[config.mk]
export PLATFORM = sky130hd
export DESIGN_NAME = scdc_top
export DESIGN_NICKNAME = d
export VERILOG_FILES = /design/src/rtl/scdc_pkg.sv /design/src/rtl/scdc_fifo.sv /design/src/rtl/scdc_sync.sv /design/src/rtl/scdc_top.sv
export SDC_FILE = /design/constraint.sdc
export NUM_CORES = 1
export LEC_CHECK = 0
export ABC_AREA = 1
export BUFFER_PORTS_ARGS = -buffer_cell sky130_fd_sc_hd__buf_2
export CORE_UTILIZATION = 35
export CTS_BUF_LIST = sky130_fd_sc_hd__clkbuf_16
export DETAILED_ROUTE_END_ITERATION = 10
export GPL_ROUTABILITY_DRIVEN = 0
export SLEW_MARGIN = 20
export SYNTH_ARGS = -nofsm -noshare
export SYNTH_HDL_FRONTEND = slang
export SYNTH_SLANG_ARGS = --single-unit
[constraint.sdc]
create_clock -name clk -period 4.8 [get_ports clk]
set_input_delay 0.72 -clock clk [delete_from_list [all_inputs] [get_ports clk]]
set_output_delay 0.72 -clock clk [all_outputs]
set_load 0.02 [all_outputs]
[src/rtl/scdc_pkg.sv]
// scdc_pkg: constants, states and helpers of the serial chain loader.
// assumes: a 40 MHz system clock; the bench runs the link clock at 200 ns.
`default_nettype none
package scdc_pkg;

	localparam int CLK_PERIOD_NS  = 25;
	localparam int LINK_PERIOD_NS = 200;
	// longest half period, rounded down, never below one cycle
	localparam int LINK_HALF_RAW  = LINK_PERIOD_NS / (2 * CLK_PERIOD_NS);
	localparam int LINK_HALF_CYC  = (LINK_HALF_RAW < 1) ? 1 : LINK_HALF_RAW;

	localparam logic [31:0] PASS_LIMIT_NEW = 32'hffff_ffe0;
	localparam logic [31:0] PASS_LIMIT_OLD = 32'h01ff_ff28;

	localparam int HDR_BITS = 32;
	localparam int CRC_BITS = 16;
	localparam int OWN_BITS_DEFAULT = 1024;

	localparam logic [15:0] CRC_POLY = 16'h1021;
	localparam logic [15:0] CRC_INIT = 16'hffff;

	localparam int FIFO_DEPTH = 32;

	typedef enum logic [2:0] {
		ST_HEADER,
		ST_PASS,
		ST_OWN,
		ST_CHECK,
		ST_OUTREL,
		ST_RELEASE,
		ST_DONE,
		ST_ERROR
	} scdc_state_e;

	function automatic logic [15:0] scdc_crc_step(
		input logic [15:0] crc,
		input logic        bit_in
	);
		logic fb;
		fb = crc[15] ^ bit_in;
		scdc_crc_step = {crc[14:0], 1'b0} ^ (fb ? CRC_POLY : 16'h0000);
	endfunction : scdc_crc_step

endpackage : scdc_pkg
`default_nettype wire

[src/rtl/scdc_fifo.sv]
// scdc_fifo: synchronous fifo with valid/ready on both sides.
// assumes: one clock; depth is a power of two.
`timescale 1ns/1ps
`default_nettype none
module scdc_fifo #(
	parameter int WIDTH = 1,
	parameter int DEPTH = 32
) (
	input  wire logic             clk,
	input  wire logic             sys_rst,
	input  wire logic             in_valid,
	output logic                  in_ready,
	input  wire logic [WIDTH-1:0] in_data,
	output logic                  out_valid,
	input  wire logic             out_ready,
	output logic      [WIDTH-1:0] out_data
);
	localparam int AW = $clog2(DEPTH);

	logic [WIDTH-1:0] mem [DEPTH];
	logic [AW:0]      wr_ptr;
	logic [AW:0]      rd_ptr;
	logic             push;
	logic             pop;

	assign out_valid = wr_ptr != rd_ptr;
	assign in_ready  = (wr_ptr ^ rd_ptr) != {1'b1, {AW{1'b0}}};
	assign push      = in_valid && in_ready;
	assign pop       = out_valid && out_ready;
	assign out_data  = mem[rd_ptr[AW-1:0]];

	always_ff @(posedge clk) begin
		if (push) begin
			mem[wr_ptr[AW-1:0]] <= in_data;
		end
	end

	always_ff @(posedge clk or posedge sys_rst) begin
		if (sys_rst) begin
			wr_ptr <= '0;
			rd_ptr <= '0;
		end else begin
			if (push) begin
				wr_ptr <= wr_ptr + 1'b1;
			end
			if (pop) begin
				rd_ptr <= rd_ptr + 1'b1;
			end
		end
	end
endmodule : scdc_fifo
`default_nettype wire

[src/rtl/scdc_sync.sv]
// scdc_sync: two-flop synchroniser for a group of pins, with edge pulses.
// assumes: inputs are asynchronous to clk; edges are taken after stage two.
`timescale 1ns/1ps
`default_nettype none
module scdc_sync #(
	parameter int WIDTH = 1
) (
	input  wire logic             clk,
	input  wire logic             sys_rst,
	input  wire logic [WIDTH-1:0] pin,
	output logic      [WIDTH-1:0] level,
	output logic      [WIDTH-1:0] rise,
	output logic      [WIDTH-1:0] fall
);
	logic [WIDTH-1:0] meta;
	logic [WIDTH-1:0] last;

	always_ff @(posedge clk or posedge sys_rst) begin
		if (sys_rst) begin
			meta  <= '0;
			level <= '0;
			last  <= '0;
		end else begin
			meta  <= pin;
			level <= meta;
			last  <= level;
		end
	end

	assign rise = level & ~last;
	assign fall = ~level & last;
endmodule : scdc_sync
`default_nettype wire

[src/rtl/scdc_top.sv]
// scdc_top: serial daisy-chain loader of one chained device.
// assumes: pins are asynchronous; the completion pin is open-drain except on the first device with active drive, pulled up
// outside; straps are steady while the chain loads.
`timescale 1ns/1ps
`default_nettype none
module scdc_top
	import scdc_pkg::*;
#(
	parameter int OWN_BITS   = OWN_BITS_DEFAULT,
	parameter int FIFO_WORDS = FIFO_DEPTH
) (
	input  wire logic clk,
	input  wire logic sys_rst,
	input  wire logic serial_master,
	input  wire logic first_in_chain,
	input  wire logic spi_mode,
	input  wire logic legacy_limit,
	input  wire logic completion_active_drive_option,
	input  wire logic completion_pipeline_option,
	input  wire logic config_clock_pin_in,
	output logic      config_clock_pin_out,
	output logic      config_clock_pin_oe,
	input  wire logic serial_din,
	input  wire logic flash_din,
	output logic      serial_dout,
	input  wire logic completion_in,
	output logic      completion_out,
	output logic      completion_oe,
	output logic      global_tristate_release,
	output logic      config_done,
	output logic      crc_error,
	output logic      chain_error
);
	// pins: clock, flash data, completion, straps
	logic [8:0] pin_raw;
	logic [8:0] pin_lvl;
	logic [8:0] pin_rise;
	logic [8:0] pin_fall;

	assign pin_raw = {legacy_limit, completion_pipeline_option,
		completion_active_drive_option, first_in_chain, serial_master,
		spi_mode, completion_in, flash_din, config_clock_pin_in};

	scdc_sync #(
		.WIDTH (9)
	) u_sync (
		.clk     (clk),
		.sys_rst (sys_rst),
		.pin     (pin_raw),
		.level   (pin_lvl),
		.rise    (pin_rise),
		.fall    (pin_fall)
	);

	logic       flash_s;
	logic       done_s;
	logic       spi_s;
	logic       master_s;
	logic       first_s;
	logic       drive_s;
	logic       pipe_s;
	logic       legacy_s;
	logic       din_s;
	logic       din_meta;

	assign flash_s  = pin_lvl[1];
	assign done_s   = pin_lvl[2];
	assign spi_s    = pin_lvl[3];
	assign master_s = pin_lvl[4];
	assign first_s  = pin_lvl[5];
	assign drive_s  = pin_lvl[6];
	assign pipe_s   = pin_lvl[7];
	assign legacy_s = pin_lvl[8];

	// serial data gets its own pair so it lines up with the clock pair
	always_ff @(posedge clk or posedge sys_rst) begin
		if (sys_rst) begin
			din_meta <= 1'b0;
			din_s    <= 1'b0;
		end else begin
			din_meta <= serial_din;
			din_s    <= din_meta;
		end
	end

	// master clock divider
	logic [7:0]  div_cnt;
	logic        div_tick;
	logic        int_rise;
	logic        int_fall;
	logic        clk_run;
	logic        in_ready;

	assign div_tick = div_cnt == 8'(LINK_HALF_CYC - 1);
	// hold the clock low rather than overrun the fifo
	assign clk_run  = master_s && (config_clock_pin_out || in_ready);
	assign int_rise = div_tick && clk_run && !config_clock_pin_out;
	assign int_fall = div_tick && clk_run && config_clock_pin_out;

	scdc_state_e state;
	scdc_state_e next_state;

	logic        running;
	logic        clk_live;
	assign running = state != ST_DONE && state != ST_ERROR;
	assign clk_live = running || state == ST_DONE && config_clock_pin_out;

	always_ff @(posedge clk or posedge sys_rst) begin
		if (sys_rst) begin
			div_cnt              <= 8'h00;
			config_clock_pin_out <= 1'b0;
			config_clock_pin_oe  <= 1'b0;
		end else begin
			config_clock_pin_oe <= master_s;
			if (!clk_run || !clk_live || div_tick) begin
				div_cnt <= 8'h00;
			end else begin
				div_cnt <= div_cnt + 8'h01;
			end
			if (div_tick && clk_run && clk_live) begin
				config_clock_pin_out <= !config_clock_pin_out;
			end
		end
	end

	// slaves follow the pin, the master its own divider
	logic rise_evt;
	logic fall_evt;
	assign rise_evt = master_s ? int_rise : pin_rise[0];
	assign fall_evt = master_s ? int_fall : pin_fall[0];

	// data fifo: every loaded bit passes through it
	logic src_bit;
	logic loading;
	logic push;
	logic out_valid;
	logic out_data;
	logic pop;
	logic fwd_slot;

	assign src_bit  = spi_s ? flash_s : din_s;
	assign loading  = state inside {ST_HEADER, ST_PASS, ST_OWN, ST_CHECK};
	assign push     = rise_evt && loading;
	assign fwd_slot = state == ST_PASS && fall_evt;
	assign pop      = out_valid && (state == ST_PASS ? fwd_slot : loading);

	scdc_fifo #(
		.WIDTH (1),
		.DEPTH (FIFO_WORDS)
	) u_fifo (
		.clk       (clk),
		.sys_rst   (sys_rst),
		.in_valid  (push),
		.in_ready  (in_ready),
		.in_data   (src_bit),
		.out_valid (out_valid),
		.out_ready (pop),
		.out_data  (out_data)
	);

	// a slave cannot hold back its source, so a full fifo is fatal
	logic overflow;
	assign overflow = push && !in_ready && !master_s;

	// counters and shifters
	logic [31:0] bit_cnt;
	logic [31:0] pass_cnt;
	logic [15:0] crc;
	logic [15:0] crc_rx;
	logic        done_seen;
	logic [31:0] pass_limit;
	logic [31:0] hdr_next;
	logic        hdr_last;
	logic        own_last;
	logic        chk_last;
	logic [15:0] crc_rx_next;

	assign pass_limit  = legacy_s ? PASS_LIMIT_OLD : PASS_LIMIT_NEW;
	assign hdr_next    = {pass_cnt[30:0], out_data};
	assign crc_rx_next = {crc_rx[14:0], out_data};
	assign hdr_last    = bit_cnt == 32'(HDR_BITS - 1);
	assign own_last    = bit_cnt == 32'(OWN_BITS - 1);
	assign chk_last    = bit_cnt == 32'(CRC_BITS - 1);

	always_comb begin
		next_state = state;
		case (state)
			ST_HEADER: begin
				if (pop && hdr_last) begin
					if (hdr_next > pass_limit) begin
						next_state = ST_ERROR;
					end else if (hdr_next == 32'h0000_0000) begin
						next_state = ST_OWN;
					end else begin
						next_state = ST_PASS;
					end
				end
			end
			ST_PASS: begin
				// downstream data goes first, so own load ends the chain
				if (pop && pass_cnt == 32'h0000_0001) begin
					next_state = ST_OWN;
				end
			end
			ST_OWN: begin
				if (pop && own_last) begin
					next_state = ST_CHECK;
				end
			end
			ST_CHECK: begin
				if (pop && chk_last) begin
					next_state = (crc_rx_next == crc) ? ST_OUTREL : ST_ERROR;
				end
			end
			ST_OUTREL: begin
				if (rise_evt) begin
					next_state = ST_RELEASE;
				end
			end
			ST_RELEASE: begin
				if (rise_evt && done_s && (done_seen || !pipe_s)) begin
					next_state = ST_DONE;
				end
			end
			ST_DONE: next_state = ST_DONE;
			default: next_state = ST_ERROR;
		endcase
		if (overflow) begin
			next_state = ST_ERROR;
		end
	end

	always_ff @(posedge clk or posedge sys_rst) begin
		if (sys_rst) begin
			state <= ST_HEADER;
		end else begin
			state <= next_state;
		end
	end

	always_ff @(posedge clk or posedge sys_rst) begin
		if (sys_rst) begin
			bit_cnt  <= 32'h0000_0000;
			pass_cnt <= 32'h0000_0000;
			crc      <= CRC_INIT;
			crc_rx   <= 16'h0000;
		end else if (state != next_state) begin
			bit_cnt <= 32'h0000_0000;
			crc <= (state == ST_OWN && pop) ?
				scdc_crc_step(crc, out_data) : crc;
			if (state == ST_HEADER) begin
				pass_cnt <= hdr_next;
			end
		end else if (pop) begin
			bit_cnt <= bit_cnt + 32'h0000_0001;
			case (state)
				ST_HEADER: pass_cnt <= hdr_next;
				ST_PASS:   pass_cnt <= pass_cnt - 32'h0000_0001;
				ST_OWN:    crc <= scdc_crc_step(crc, out_data);
				ST_CHECK:  crc_rx <= crc_rx_next;
				default:   crc_rx <= crc_rx;
			endcase
		end
	end

	// pipeline option: completion must be seen on two rising edges
	always_ff @(posedge clk or posedge sys_rst) begin
		if (sys_rst) begin
			done_seen <= 1'b0;
		end else if (state != ST_RELEASE) begin
			done_seen <= 1'b0;
		end else if (rise_evt) begin
			done_seen <= done_s;
		end
	end

	// forwarded bit leaves on the falling edge, ready for the next rise
	always_ff @(posedge clk or posedge sys_rst) begin
		if (sys_rst) begin
			serial_dout <= 1'b0;
		end else if (pop && state == ST_PASS) begin
			serial_dout <= out_data;
		end
	end

	// completion pin: low while loading, released in startup
	logic release_ph;
	logic may_drive;
	logic next_done_oe;
	logic next_done_out;

	assign release_ph = state == ST_RELEASE || state == ST_DONE;
	// downstream devices never drive high, avoiding contention
	assign may_drive  = first_s && drive_s;
	assign next_done_oe  = release_ph ? may_drive : 1'b1;
	assign next_done_out = release_ph && may_drive;

	always_ff @(posedge clk or posedge sys_rst) begin
		if (sys_rst) begin
			completion_oe           <= 1'b1;
			completion_out          <= 1'b0;
			global_tristate_release <= 1'b0;
			config_done             <= 1'b0;
			crc_error               <= 1'b0;
			chain_error             <= 1'b0;
		end else begin
			completion_oe  <= next_done_oe;
			completion_out <= next_done_out;
			if (next_state == ST_RELEASE) begin
				global_tristate_release <= 1'b1;
			end
			if (next_state == ST_DONE) begin
				config_done <= 1'b1;
			end
			if (state == ST_CHECK && next_state == ST_ERROR && !overflow) begin
				crc_error <= 1'b1;
			end
			if (next_state == ST_ERROR && state != ST_ERROR
				&& (state != ST_CHECK || overflow)) begin
				chain_error <= 1'b1;
			end
		end
	end
endmodule : scdc_top
`default_nettype wire

* After elaboration in Yosys (flattened, before gate mapping)
Memory sizes are Yosys's and may differ from the RTL's.
Index checks and enable logic that the tools add are counted.
** Cells by class
- Bitwise gates (word level) :: 8
- Reductions and logical operators :: 52
- $add $sub $neg :: 5
- Order comparisons :: 1
- Mux-type cells :: 33
- Eq/ne operators :: 24
** Operator list (number)
- $mux W32 :: 6
- $mux W16 :: 4
- $pmux W32 S2 :: 1
- $add A32 B1 Y32 const B :: 1
- $eq A32 B1 Y1 const B :: 1
- $eq A32 B10 Y1 const B :: 1
- $eq A32 B4 Y1 const B :: 1
- $eq A32 B5 Y1 const B :: 1
- $gt A32 B32 Y1 :: 1
- $logic_not A32 Y1 :: 1
- $sub A32 B1 Y32 const B :: 1
- $logic_and A1 B1 Y1 :: 28
- $mux W3 :: 8
- $pmux W3 S7 :: 1
- $eq A3 B3 Y1 const B :: 6
- $eq A16 B16 Y1 :: 1
- $xor A16 B13 Y16 :: 1
- $mux W13 :: 1
- $add A6 B1 Y6 const B :: 2
- $mux W1 :: 9
- $ne A3 B3 Y1 const B :: 3
- $reduce_and A3 Y1 :: 3
- $add A8 B1 Y8 const B :: 1
- $eq A8 B2 Y1 const B :: 1
- 19 further kinds :: 39
** Storage, ports and cells
- Logic and storage cells :: 147
- Memories :: 1
- Bits of input ports :: 12
- Register bits after elaboration :: 149
- RAM bits :: 32
- Output and inout bits :: 9
** Memory list
- u_fifo.mem :: depth 32, bits a word 1, rd ports 1, clocked after memory_dff 0, wr ports 1, line scdc_fifo.sv:20 : logic [WIDTH-1:0] mem [DEPTH];

* Longest topological paths before layout
Gate-level depths: netlist of the first run.
- Depth after elaboration :: 17
- Gate-level depth with buffers :: 22
- Gate-level depth less buffers :: 20

* Hierarchy
From an unflattened synthesis of the first run, not the netlist that was laid out.
** Unflattened totals
- Cell total of the unflattened synthesis :: 1487
- Area total of the unflattened synthesis :: 11074.4 um2
** Modules (own cells, without submodules)
- scdc_top :: area each 7862.5 um2, seq. area each 2974.1 um2, times used 1, cells an instance 1150
- scdc_fifo :: area each 2397.3 um2, seq. area each 1261.2 um2, times used 1, cells an instance 273
- scdc_sync :: area each 814.5 um2, seq. area each 675.6 um2, times used 1, cells an instance 64

* Worst setup path after synthesis of the first run
OpenSTA, ideal clock, no wires.
- Path kind :: register to register
- From :: register u_sync.level[8]
- To :: register crc_rx[2]
- Stages on the path, launching flop included :: 18
- Period minus slack after synthesis :: 2.548 ns
- Data required time :: 4.683 ns
- Setup time :: 0.117 ns
- Slack :: 2.252 ns
- Arrival time :: 2.431 ns
- Path buffers :: 1
- Path through :: dfrtp_1 > ha_1 > a21oi_1 > o21ai_0 > nor2_1 > o21a_1 > nor2_1 > nand2_2 > nand3_1 > nor2_1 > nand3_2 > a21oi_4 > nand2_4 > nor2_8 > nand2_4 > buf_6 > nand2_1 > nand2_1
** On the way
- Word-level cells in the longest chain between the ends :: 9
** RTL lines
- from (decl) :: line scdc_sync.sv:11 : output logic [WIDTH-1:0] level,
- from (signal assigned) :: line scdc_sync.sv:25 : level <= meta;
- $mux W32 :: line scdc_top.sv:178 : assign pass_limit = legacy_s ? PASS_LIMIT_OLD : PASS_LIMIT_NEW;
- $gt A32 B32 Y1 :: line scdc_top.sv:190 : if (hdr_next > pass_limit) begin
- $mux W3 :: line scdc_top.sv:190
- $mux W3 :: line scdc_top.sv:189 : if (pop && hdr_last) begin
- $pmux W3 S7 :: line scdc_top.sv:187 : case (state)
- $mux W3 :: line scdc_top.sv:228 : if (overflow) begin
- net next_state[1] :: line scdc_top.sv:101 : scdc_state_e next_state;
- $ne A3 B3 Y1 :: line scdc_top.sv:247 : end else if (state != next_state) begin
- $not A1 Y1 (no source line)
- $reduce_and A3 Y1 (no source line)
- to (signal assigned) :: line scdc_top.sv:260 : ST_CHECK: crc_rx <= crc_rx_next;
- to (signal assigned) :: line scdc_top.sv:261 : default: crc_rx <= crc_rx;
- to (decl) :: line scdc_top.sv:169 : logic [15:0] crc_rx;
The timed path passes the listed nets, and every way through them passes these cells.
A chain may end at the register's enable or synchronous reset.

* Final worst setup path of the first run
- From :: register state[2]
- To :: register pass_cnt[23]
** On the way
- Word-level cells in the longest chain between the ends :: 11
- Elaborated cells between the ends (all ways) :: 34
- Classes of those cells :: eq/ne: 8; mux: 12; reduce/logical: 14
** RTL lines
- from (decl) :: line scdc_top.sv:100 : scdc_state_e state;
- from (signal assigned) :: line scdc_top.sv:237 : state <= next_state;
- $eq A3 B1 Y1, or another cell as far along
- $reduce_bool A4 Y1 / $logic_and A1 B1 Y1 (equally long branches) :: line scdc_top.sv:142, scdc_top.sv:144
- $mux W1 :: line scdc_top.sv:145 : assign pop = out_valid && (state == ST_PASS ? fwd_slot : loading);
- $logic_and A1 B1 Y1 :: line scdc_top.sv:145
- $logic_and A1 B1 Y1, on equally long branches
- $mux W3, on equally long branches
- $pmux W3 S7 :: line scdc_top.sv:187
- $mux W3 * :: line scdc_top.sv:228
- net next_state[1] :: line scdc_top.sv:101
- $ne A3 B3 Y1 * :: line scdc_top.sv:247
- $ne A2 B2 Y1 (no source line) / $reduce_bool A2 Y1 (equally long branches)
- $reduce_and A3 Y1 (no source line)
- to (signal assigned) :: line scdc_top.sv:252 : pass_cnt <= hdr_next;
- to (signal assigned) :: line scdc_top.sv:257 : ST_HEADER: pass_cnt <= hdr_next;
- to (signal assigned) :: line scdc_top.sv:258 : ST_PASS: pass_cnt <= pass_cnt - 32'h0000_0001;
- to (decl) :: line scdc_top.sv:167 : logic [31:0] pass_cnt;
The timed path passes the listed nets; every way through them passes the cells marked *. The select of a mux whose other input is x is not followed.

==> impl_metrics.json, run 1 <==
{
  "outcome": "complete, no violations",
  "fin_ws_ps": 898,
  "max_freq_ghz": 0.256,
  "die_x_microns": 175,
  "worstMarginPinSlew_ps": 822,
  "final_net_count": 1374,
  "cp-start-kind": "flip-flop",
  "fillers": 3065,
  "final_common_cell": "sky130_fd_sc_hd__nand2_1",
  "tritoncts": "done",
  "syn_inst": 1352,
  "max_slew_margin": 0.452,
  "most-common-layout-cells": "385 x sky130_fd_sc_hd__nand2_1, 174 x sky130_fd_sc_hd__nor2_1, 147 x sky130_fd_sc_hd__nand3_1, 132 x sky130_fd_sc_hd__dfrtp_1, 94 x sky130_fd_sc_hd__inv_1",
  "ioPinCount": 21,
  "final_report_hold_violation_count": 0,
  "timing.critical_path.mode_cell": "sky130_fd_sc_hd__nand3_2",
  "combined_area_of_the_multi_input_logic_cells_sq_um": 5000,
  "synthesis.area_sq_um": 10400,
  "drtPass1Iterations": 7,
  "path_max_fanout": 50,
  "fin_setup_tns_ps": 0,
  "antenna_violating_nets_post_route": 0,
  "h-tree-depth": 4,
  "synthArstFlopShare": 0.823,
  "floorplan.die_area_sq_um": 30500,
  "synthXorXnorAreaFrac": 0.0630,
  "ys_dominant_reg_cell": "sky130_fd_sc_hd__dfrtp_1",
  "finalSetupViolations": 0,
  "synthesis.nets": 1383,
  "cts-root-to-sink-buffers": 2,
  "reg2reg_setup_slack_ps": 900,
  "post-route-drc-count": 0,
  "post_drt_wl_per_cell_microns": 13.7,
  "die_height_microns": 175,
  "ys_warn_count": 0,
  "max-cap-violations": 0,
  "synth.area.mux_share": 0.00324,
  "synth_top_family_by_area": "simple AND/OR/NAND/NOR gates",
  "crit_path_end_kind": "flip-flop",
  "fraction_of_final_layout_cells_sized_beyond_drive_strength_1": 0.0914,
  "pd_cells_nw_per_um2": 610,
  "finalPower_mw": 6.94,
  "ctsResizeCount": 0,
  "synth.lib_cells_used.distinct": 41,
  "number_of_storage_elements_in_the_synthesis_netlist": 181,
  "global_route_wire_length_before_repair_microns": 41300,
  "cts.sink_count": 181,
  "worstPathArrival_ps": 4280,
  "design.core.area_sq_um": 29000,
  "post_synth_fa_ha_maj_area_fraction": 0.0228,
  "placement_rows": 62,
  "synth_edf_count": 32,
  "cts_setup_buffers": 0,
  "first_global_vias": 8322,
  "route.vias.total": 8569,
  "timing.hold.worst.class": "reg2reg",
  "power.static_leakage_nw": 5.28,
  "finClkSkew_ps": 17.9,
  "maxSlewViolCount": 0,
  "grt_remaining_overflow": 0,
  "hpwl_microns": 16300,
  "post-route-period-util": 0.813,
  "crit_path_cell_trace": "inv_2 -> nand3_2 -> buf_4 -> inv_1 -> nand4_1 -> nor2_1 -> nor2_1 -> nand3_1 -> nor2_1 -> nand3_2 -> a21oi_4 -> buf_4 -> nand3_2 -> nand3_2 -> nand2_1 -> nand2_1",
  "start_util": 0.359,
  "avgViaCountPerCell": 4.92,
  "postSynthAreaPerCell_sq_um": 7.71,
  "portBuffers": 20,
  "synth-simple-area-share": 0.347,
  "worst_path_largest_cell_delay_ps": 510,
  "insertion_delay_ps": 440,
  "clock-root-buffer": "sky130_fd_sc_hd__clkbuf_16",
  "number_of_cts_inserted_buffers": 17,
  "rsz0062_at_grt": "no",
  "clkSlewWorstSetupHoldPaths_ps": 80,
  "synth-compound-area-share": 0.0432,
  "finalWorstPathRequiredPeriod_ps": 3900,
  "postCtsHoldBufs": 0,
  "path_class": "reg2reg",
  "max-vdd-ir-drop_mv": 0.526,
  "regArea_sq_um": 4710,
  "yosysSeqAreaShare": 0.452,
  "critPathRequiredTime_ps": 5180,
  "maximum_number_of_pins_on_one_net_before_global_route_repair": 88,
  "antenna_found_initial": 0,
  "grt_usage": 0.167,
  "placement.setup.worst_slack_ps": 1020,
  "antennaDiodeCount": 0,
  "drt_first_iter_violations": 669,
  "wl_microns": 23800,
  "layout-area-overhead-vs-synth_pct": 9.29,
  "slowest_stage": "sky130_fd_sc_hd__dfrtp_1"
}
cell type report:
class | count | area share
multi-input combinational | 1005 | 0.439
timing repair buffer | 32 | 0.0167
clock inverter | 15 | 0.0160
clock buffer | 17 | 0.0374
sequential | 181 | 0.414
inverter | 106 | 0.0354
tap | 384 | 0.0422
path summary, 6_finish.rpt:
| check | depth (start not counted) | startpoint | to |
|---|---|---|---|
| setup / recovery | 16 | state[2] | pass_cnt[23] |
| hold / removal | 0 | u_sync.meta[3] | u_sync.level[3] |
| setup reg to reg | 16 | state[2] | pass_cnt[23] |
| hold reg to reg | 0 | u_sync.meta[3] | u_sync.level[3] |
| max in group asynchronous | 3 | sys_rst | crc[5] |
| min in group asynchronous | 2 | sys_rst | bit_cnt[17] |
layer usage:
metal	part of all wire	up-vias	global-route usage
met5	0	-	0
met4	0.013	0	0.0467
met3	0.037	24	0.0284
met2	0.45	162	0.266
met1	0.50	4029	0.234
li1	-	4354	-
registers in the layout, summed over array words and instances (netlist names), 3 cells and up:
register / flops
state: 3
u_sync.meta: 9
pass_cnt: 32
crc: 16
u_fifo.wr_ptr: 6
u_sync.level: 9
u_fifo.mem: 32
div_cnt: 8
u_fifo.rd_ptr: 6
bit_cnt: 32
crc_rx: 15
per-stage QoR:
stage / hold slack (ps) / cells / area (sq um) / util
5_1_grt: 359 / 1740 / 11400 / 0.393
3_5_place_dp: 335 / 1708 / 10800 / 0.371
4_1_cts: 352 / 1740 / 11400 / 0.392
2_1_floorplan: 331 / 1352 / 10400 / -
6_report: 350 / 1740 / 11400 / 0.393
3_3_place_gp: 332 / 1708 / 10800 / 0.371
power by group:
group / total, mW / internal [mW] / switching [mW] / leakage [nW]
logic: 3.25 / 1.01 / 2.25 / 2.77
clock network: 1.45 / 0.751 / 0.694 / 0.298
registers: 2.25 / 1.87 / 0.376 / 2.21
synthesized netlist by cell type (all sizes together) (3+ instances only):
master,instances,area (sq um)
a21oi,27,146
and3,3,18.8
buf,33,219
clkbuf,27,101
dfrtp,132,3300
dfstp,17,447
edfxtp,32,961
ha,19,238
inv,106,398
mux2,3,33.8
nand2,393,1510
nand3,156,828
nand3b,5,37.5
nand4,32,200
nor2,179,698
nor3,40,211
nor4,10,62.6
o21ai,46,230
or2,4,25.0
xnor2,24,210
xor2,51,447
cells by family (layout without fill, tap and decap cells):
group	Yosys count	after routing
AND/OR/NAND/NOR	825	825
flip-flops	181	181
adder cells (fa/ha/maj)	19	19
XOR/XNOR	75	75
buffers and inverters	166	170
AO/OA/AOI/OAI	83	83
multiplexers	3	3
critical path, delay by kind of cell, from the launching register on:
kind / cells / cell delay, ps
AOI/OAI and AO/OA: 1 / 180
buffers and inverters: 4 / 1380
DFF: 1 / 510
and+or+nand+nor: 11 / 1760
Power figures use the tool's default switching activity.
==> inputs of run 2 (changes only) <==
==> constraint.sdc (replaced) <==
create_clock -name clk -period 3.24 [get_ports clk]
set_input_delay 0.486 -clock clk [delete_from_list [all_inputs] [get_ports clk]]
set_output_delay 0.486 -clock clk [all_outputs]
set_load 0.02 [all_outputs]
==> run 2 against run 1 <==
Effect of this change: clock power up 48%; first-iteration DRC count up 1.8%; total power up 56%; sequential power up 47%; cell area up 2.3%; worst setup slack worse by 680 ps; critical path depth up 1; clock skew up 1.5 ps; core utilization up 0.88 points.
==> impl_metrics.json, run 2 (synthesis results as in run 1) <==
{
  "cp.depth": 17,
  "max-cap-violations": 0,
  "switchingPower_mw": 5.15,
  "drt_first_iter_violations": 681,
  "floorplan.die_area_sq_um": 30500,
  "timing.hold.worst.class": "in2async",
  "wl_microns": 24200,
  "start_util": 0.359,
  "crit_path_cell_trace": "ha_1 -> nand4_1 -> nor2_1 -> nand4_1 -> nor2_1 -> nand2_1 -> nand2_2 -> nand3_1 -> nor2_1 -> nand3_2 -> a21oi_4 -> buf_6 -> nand3_1 -> nand2_1 -> buf_6 -> nand3_1 -> nand2_1",
  "timing.rr.start": "u_sync.level[8]",
  "pd_cells_nw_per_um2": 932,
  "path_max_fanout": 17,
  "hpwl_microns": 16900,
  "grt_usage": 0.169,
  "ioPinCount": 21,
  "clkPwrFrac": 0.198,
  "insertion_delay_ps": 450,
  "rsz0062_at_grt": "yes",
  "power.static_leakage_nw": 5.40,
  "antenna_violating_nets_post_route": 0,
  "finalSetupViolations": 0,
  "outcome": "complete, no violations",
  "placed_cells_incl_taps": 1723,
  "drtPass1Iterations": 5,
  "number_of_cts_inserted_buffers": 17,
  "finClkSkew_ps": 19.4,
  "clock-root-buffer": "sky130_fd_sc_hd__clkbuf_16",
  "avgViaCountPerCell": 4.92,
  "final_common_cell": "sky130_fd_sc_hd__nand2_1",
  "worstMarginPinSlew_ps": 559,
  "most-common-layout-cells": "385 x sky130_fd_sc_hd__nand2_1, 173 x sky130_fd_sc_hd__nor2_1, 148 x sky130_fd_sc_hd__nand3_1, 130 x sky130_fd_sc_hd__dfrtp_1, 94 x sky130_fd_sc_hd__inv_1",
  "postCtsHoldBufs": 0,
  "internal_power_mw": 5.70,
  "cts-root-to-sink-buffers": 2,
  "reg2regPathDepth": 17,
  "crit_path_end_kind": "flip-flop",
  "worstPathArrival_ps": 3410,
  "route.vias.total": 8664,
  "maximum_number_of_pins_on_one_net_before_global_route_repair": 93,
  "final_net_count": 1396,
  "path_class": "reg2reg",
  "cp-start-kind": "flip-flop",
  "post_drt_wl_per_cell_microns": 13.7,
  "placement_rows": 62,
  "layout-area-overhead-vs-synth_pct": 11.8,
  "grt_remaining_overflow": 0,
  "final_report_hold_violation_count": 0,
  "timing.critical_path.max_delay_family": "simple AND/OR/NAND/NOR gates",
  "max_freq_ghz": 0.330,
  "post-route-period-util": 0.934,
  "cp_bufs_invs": 2,
  "maxSlewViolCount": 0,
  "tritoncts": "done",
  "die_height_microns": 175,
  "cts.sink_count": 181,
  "post-route-drc-count": 0,
  "slowest_stage": "sky130_fd_sc_hd__dfrtp_2",
  "worst_path_largest_cell_delay_ps": 500,
  "max_slew_margin": 0.626,
  "placement.setup.worst_slack_ps": 69.0,
  "h-tree-depth": 4,
  "crit_start": "u_sync.level[8]",
  "fin_ws_ps": 214,
  "first_global_vias": 8382,
  "fillers": 3007,
  "design.core.area_sq_um": 29000,
  "dpl-instance-area_sq_um": 10900,
  "antennaDiodeCount": 0,
  "global_route_wire_length_before_repair_microns": 41700,
  "fraction_of_final_layout_cells_sized_beyond_drive_strength_1": 0.109,
  "switching_share": 0.475,
  "seq_power_share": 0.305,
  "share_comb_of_total_power": 0.497,
  "max-vdd-ir-drop_mv": 0.756,
  "critPathRequiredTime_ps": 3630,
  "finalWorstPathRequiredPeriod_ps": 3030,
  "post_layout_nonfiller_instances": 1762,
  "stdcell_area_sq_um": 11600,
  "portBuffers": 20,
  "clkSlewWorstSetupHoldPaths_ps": 80,
  "antenna_found_initial": 0,
  "die_x_microns": 175
}
run 2: power groups by stage:
| stage | clock, mW | combinational, mW | sequential (mW) |
|---|---|---|---|
| after global routing | 2.28 | 6.10 | 3.38 |
| after detailed placement | 0 | 5.07 | 3.34 |
| final | 2.15 | 5.40 | 3.31 |
| after global placement | 0 | 4.99 | 3.34 |
| after CTS | 2.20 | 5.09 | 3.30 |
| after floorplan | 0 | 4.12 | 3.11 |
run 2: routing by layer:
layer / routed length [microns] / GRT usage
met1: 11900 / 0.233
met2: 11200 / 0.272
met3: 756 / 0.0243
met4: 331 / 0.0540
met5: 0 / 0
run 2: final timing paths:
check	slack [ps]	to
worst min register to register	350	u_sync.level[1]
min in group clk	130	u_sync.meta[1]
worst min-delay path	80	u_sync.meta[1]
max in group asynchronous	2260	crc[0]
worst max-delay path	210	pass_cnt[22]
worst max register to register	210	pass_cnt[22]
run 2: repair_timing:
action | 4_1_cts | 5_1_grt
endpoints found under the setup margin | 0 | 79
setup buffers | 0 | 7
resized for setup | 0 | 16
run 2: worst register-to-register path: stages, from the launching register on:
cell and delay [ps]:
sky130_fd_sc_hd__dfrtp_2 500, sky130_fd_sc_hd__ha_1 360, sky130_fd_sc_hd__nand4_1 190, sky130_fd_sc_hd__nor2_1 130, sky130_fd_sc_hd__nand4_1 130, sky130_fd_sc_hd__nor2_1 150
sky130_fd_sc_hd__nand2_1 90, sky130_fd_sc_hd__nand2_2 100, sky130_fd_sc_hd__nand3_1 70, sky130_fd_sc_hd__nor2_1 110, sky130_fd_sc_hd__nand3_2 110, sky130_fd_sc_hd__a21oi_4 230
sky130_fd_sc_hd__buf_6 210, sky130_fd_sc_hd__nand3_1 80, sky130_fd_sc_hd__nand2_1 110, sky130_fd_sc_hd__buf_6 190, sky130_fd_sc_hd__nand3_1 100, sky130_fd_sc_hd__nand2_1 80
run 2: through the flow:
| stage | setup TNS (ps) | hold WS [ps] | utilization | total power [mW] |
|---|---|---|---|---|
| 2_1_floorplan | 0 | 331 | - | 7.24 |
| 5_1_grt | -79.8 | 107 | 0.401 | 11.8 |
| 4_1_cts | 0 | 78.7 | 0.397 | 10.6 |
| 3_5_place_dp | 0 | 335 | 0.376 | 8.41 |
| 6_report | 0 | 76.9 | 0.401 | 10.9 |
| 3_3_place_gp | 0 | 333 | 0.376 | 8.33 |
run 2: area by class of cell:
| type | instances | area (sq um) | area share |
|---|---|---|---|
| clock inverter | 15 | 201 | 0.0173 |
| multi-input combinational | 1005 | 5010 | 0.430 |
| clock buffer | 17 | 425 | 0.0365 |
| sequential | 181 | 4710 | 0.405 |
| inverter | 106 | 404 | 0.0347 |
| tap | 384 | 480 | 0.0413 |
| timing repair buffer | 54 | 410 | 0.0352 |
==> inputs of run 3 (changes only) <==
--- a/config.mk
+++ b/config.mk
@@ -7,8 +7,10 @@
 export LEC_CHECK = 0
 export ABC_AREA = 1
 export BUFFER_PORTS_ARGS = -buffer_cell sky130_fd_sc_hd__buf_2
+export CORE_ASPECT_RATIO = 1.2
 export CORE_UTILIZATION = 35
 export CTS_BUF_LIST = sky130_fd_sc_hd__clkbuf_16
+export CTS_CLUSTER_SIZE = 40
 export DETAILED_ROUTE_END_ITERATION = 10
 export GPL_ROUTABILITY_DRIVEN = 0
 export SLEW_MARGIN = 20
==> run 3 against run 2 <==
Effect of this change: clock skew up 4.6 ps; non-clock buffer count is 4 lower; global-route usage fell by 0.25 points; register-to-register slack better by 40 ps; combinational power decreased by 3%; die area about the same; worst hold slack improved by 71 ps; flip-flop and latch count is the same; sequential power about the same.
==> impl_metrics.json, run 3 (synthesis results as in run 1) <==
{
  "wl_microns": 24100,
  "internal_power_mw": 5.58,
  "seq_power_share": 0.308,
  "outcome": "complete, no violations",
  "maximum_number_of_pins_on_one_net_before_global_route_repair": 150,
  "postCtsHoldBufs": 0,
  "finClkSkew_ps": 23.9,
  "final_common_cell": "sky130_fd_sc_hd__nand2_1",
  "reg2regPathDepth": 18,
  "post-route-drc-count": 0,
  "first_global_vias": 8258,
  "cts.sink_count": 181,
  "maxSlewViolCount": 0,
  "dpl-instance-area_sq_um": 10900,
  "max_freq_ghz": 0.335,
  "max_slew_margin": 0.465,
  "grt_usage": 0.166,
  "reg2reg_setup_slack_ps": 260,
  "antenna_violating_nets_post_route": 0,
  "crit_start": "u_sync.level[8]",
  "timing.critical_path.max_delay_family": "simple AND/OR/NAND/NOR gates",
  "share_comb_of_total_power": 0.489,
  "route.vias.total": 8682,
  "ctsResizeCount": 0,
  "drt_first_iter_violations": 529,
  "crit_end": "pass_cnt[15]",
  "clkSlewWorstSetupHoldPaths_ps": 80,
  "cts-root-to-sink-buffers": 2,
  "h-tree-depth": 4,
  "cts_setup_buffers": 0,
  "cp-start-kind": "flip-flop",
  "tritoncts": "done",
  "global_route_wire_length_before_repair_microns": 41200,
  "worstPathArrival_ps": 3360,
  "finalWorstPathRequiredPeriod_ps": 2980,
  "most-common-layout-cells": "385 x sky130_fd_sc_hd__nand2_1, 174 x sky130_fd_sc_hd__nor2_1, 148 x sky130_fd_sc_hd__nand3_1, 131 x sky130_fd_sc_hd__dfrtp_1, 94 x sky130_fd_sc_hd__inv_1",
  "timing.rr.start": "u_sync.level[8]",
  "fin_setup_tns_ps": 0,
  "final_net_count": 1392,
  "number_of_cts_inserted_buffers": 17,
  "finalSetupViolations": 0,
  "antenna_found_initial": 0,
  "switching_share": 0.479,
  "placement_rows": 68,
  "timing.hold.worst.class": "in2reg",
  "drtPass1Iterations": 5,
  "grt_remaining_overflow": 0,
  "final_report_hold_violation_count": 0,
  "path_max_fanout": 32,
  "design.core.area_sq_um": 29000,
  "portBuffers": 20,
  "fraction_of_final_layout_cells_sized_beyond_drive_strength_1": 0.105,
  "power.static_leakage_nw": 5.39,
  "cp_bufs_invs": 1,
  "critPathRequiredTime_ps": 3620,
  "crit_path_end_kind": "flip-flop",
  "post-route-period-util": 0.921,
  "crit_path_cell_trace": "ha_1 -> nand4_1 -> nor2_1 -> nand4_1 -> nor2_1 -> nand2_1 -> nand2_2 -> nand3_1 -> nor2_1 -> nand3_1 -> nand2_1 -> nand2_4 -> nand2_4 -> nand2_1 -> nand3_2 -> buf_8 -> nand2_1 -> nand2_1",
  "die_x_microns": 160,
  "path_class": "reg2reg",
  "switchingPower_mw": 5.12,
  "max-vdd-ir-drop_mv": 0.590,
  "insertion_delay_ps": 450,
  "die_height_microns": 191,
  "post_drt_wl_per_cell_microns": 13.7,
  "worst_path_largest_cell_delay_ps": 510,
  "clock-root-buffer": "sky130_fd_sc_hd__clkbuf_16",
  "pd_cells_nw_per_um2": 923,
  "avgViaCountPerCell": 4.94,
  "hpwl_microns": 16800,
  "slowest_stage": "sky130_fd_sc_hd__dfrtp_2",
  "start_util": 0.359,
  "floorplan.die_area_sq_um": 30500,
  "worstMarginPinSlew_ps": 803,
  "ioPinCount": 21,
  "antennaDiodeCount": 0,
  "layout-area-overhead-vs-synth_pct": 11.2,
  "max-cap-violations": 0,
  "stdcell_area_sq_um": 11600,
  "timing.critical_path.mode_cell": "sky130_fd_sc_hd__nand2_1",
  "crit-reg2reg-capture": "pass_cnt[15]",
  "clkPwrFrac": 0.203,
  "cp.depth": 18
}
run 3: cell count changes in the layout (fill, tap and decap cells not counted), sizes merged:
cell    previous run  this run
buf               54        50
clkinv            10         6
inv              110       114
run 3: cell type report:
class	instances	area, sq um
Clock inverter	15	208
Sequential cell	181	4710
Tap cell	385	482
Fill cell	2962	17400
Multi-Input combinational cell	1005	5000
Clock buffer	17	425
Inverter	106	404
Timing Repair Buffer	50	362
run 3: through the flow:
step	hold slack, ps	instances	setup slack [ps]	utilization	power, mW
finish	148	1759	256	0.399	10.7
global route	139	1759	-7.92	0.399	11.6
CTS	137	1759	113	0.399	10.8
detailed placement	336	1727	143	0.377	8.54
global placement	334	1727	191	0.377	8.47
floorplan	331	1352	692	-	7.24
run 3: layer usage:
metal / up-vias / share of wire / wire [microns] / track usage
met2: 112 / 0.49 / 11900 / 0.282
met5: - / 0 / 0 / 0
met1: 4149 / 0.46 / 11100 / 0.216
met4: 0 / 0.017 / 421 / 0.0573
li1: 4388 / - / - / -
met3: 33 / 0.030 / 722 / 0.0252
run 3: worst reg2reg max path, stage by stage, from the launching register on:
cell	delay (ps)
sky130_fd_sc_hd__dfrtp_2	510
sky130_fd_sc_hd__ha_1	360
sky130_fd_sc_hd__nand4_1	190
sky130_fd_sc_hd__nor2_1	140
sky130_fd_sc_hd__nand4_1	120
sky130_fd_sc_hd__nor2_1	140
sky130_fd_sc_hd__nand2_1	100
sky130_fd_sc_hd__nand2_2	110
sky130_fd_sc_hd__nand3_1	70
sky130_fd_sc_hd__nor2_1	170
sky130_fd_sc_hd__nand3_1	130
sky130_fd_sc_hd__nand2_1	120
sky130_fd_sc_hd__nand2_4	80
sky130_fd_sc_hd__nand2_4	120
sky130_fd_sc_hd__nand2_1	90
sky130_fd_sc_hd__nand3_2	90
sky130_fd_sc_hd__buf_8	220
sky130_fd_sc_hd__nand2_1	90
sky130_fd_sc_hd__nand2_1	70
run 3: power groups by stage:
stage               logic [mW]  clock network, mW  registers [mW]
CTS                       5.23               2.23            3.29
floorplan                 4.12                  0            3.11
finish                    5.23               2.17            3.30
global route              5.95               2.32            3.37
detailed placement        5.20                  0            3.33
global placement          5.14                  0            3.33
run 3: worst min-delay path by stage:
stage | from | end | slack, ps | cells past startpoint
2_1_floorplan | din_meta | din_s | 330 | 0
3_5_place_dp | u_sync.meta[8] | u_sync.level[8] | 340 | 0
3_3_place_gp | u_sync.meta[6] | u_sync.level[6] | 330 | 0
6_report | completion_in | u_sync.meta[2] | 150 | 1
4_1_cts | first_in_chain | u_sync.meta[5] | 140 | 1
5_1_grt | first_in_chain | u_sync.meta[5] | 140 | 1
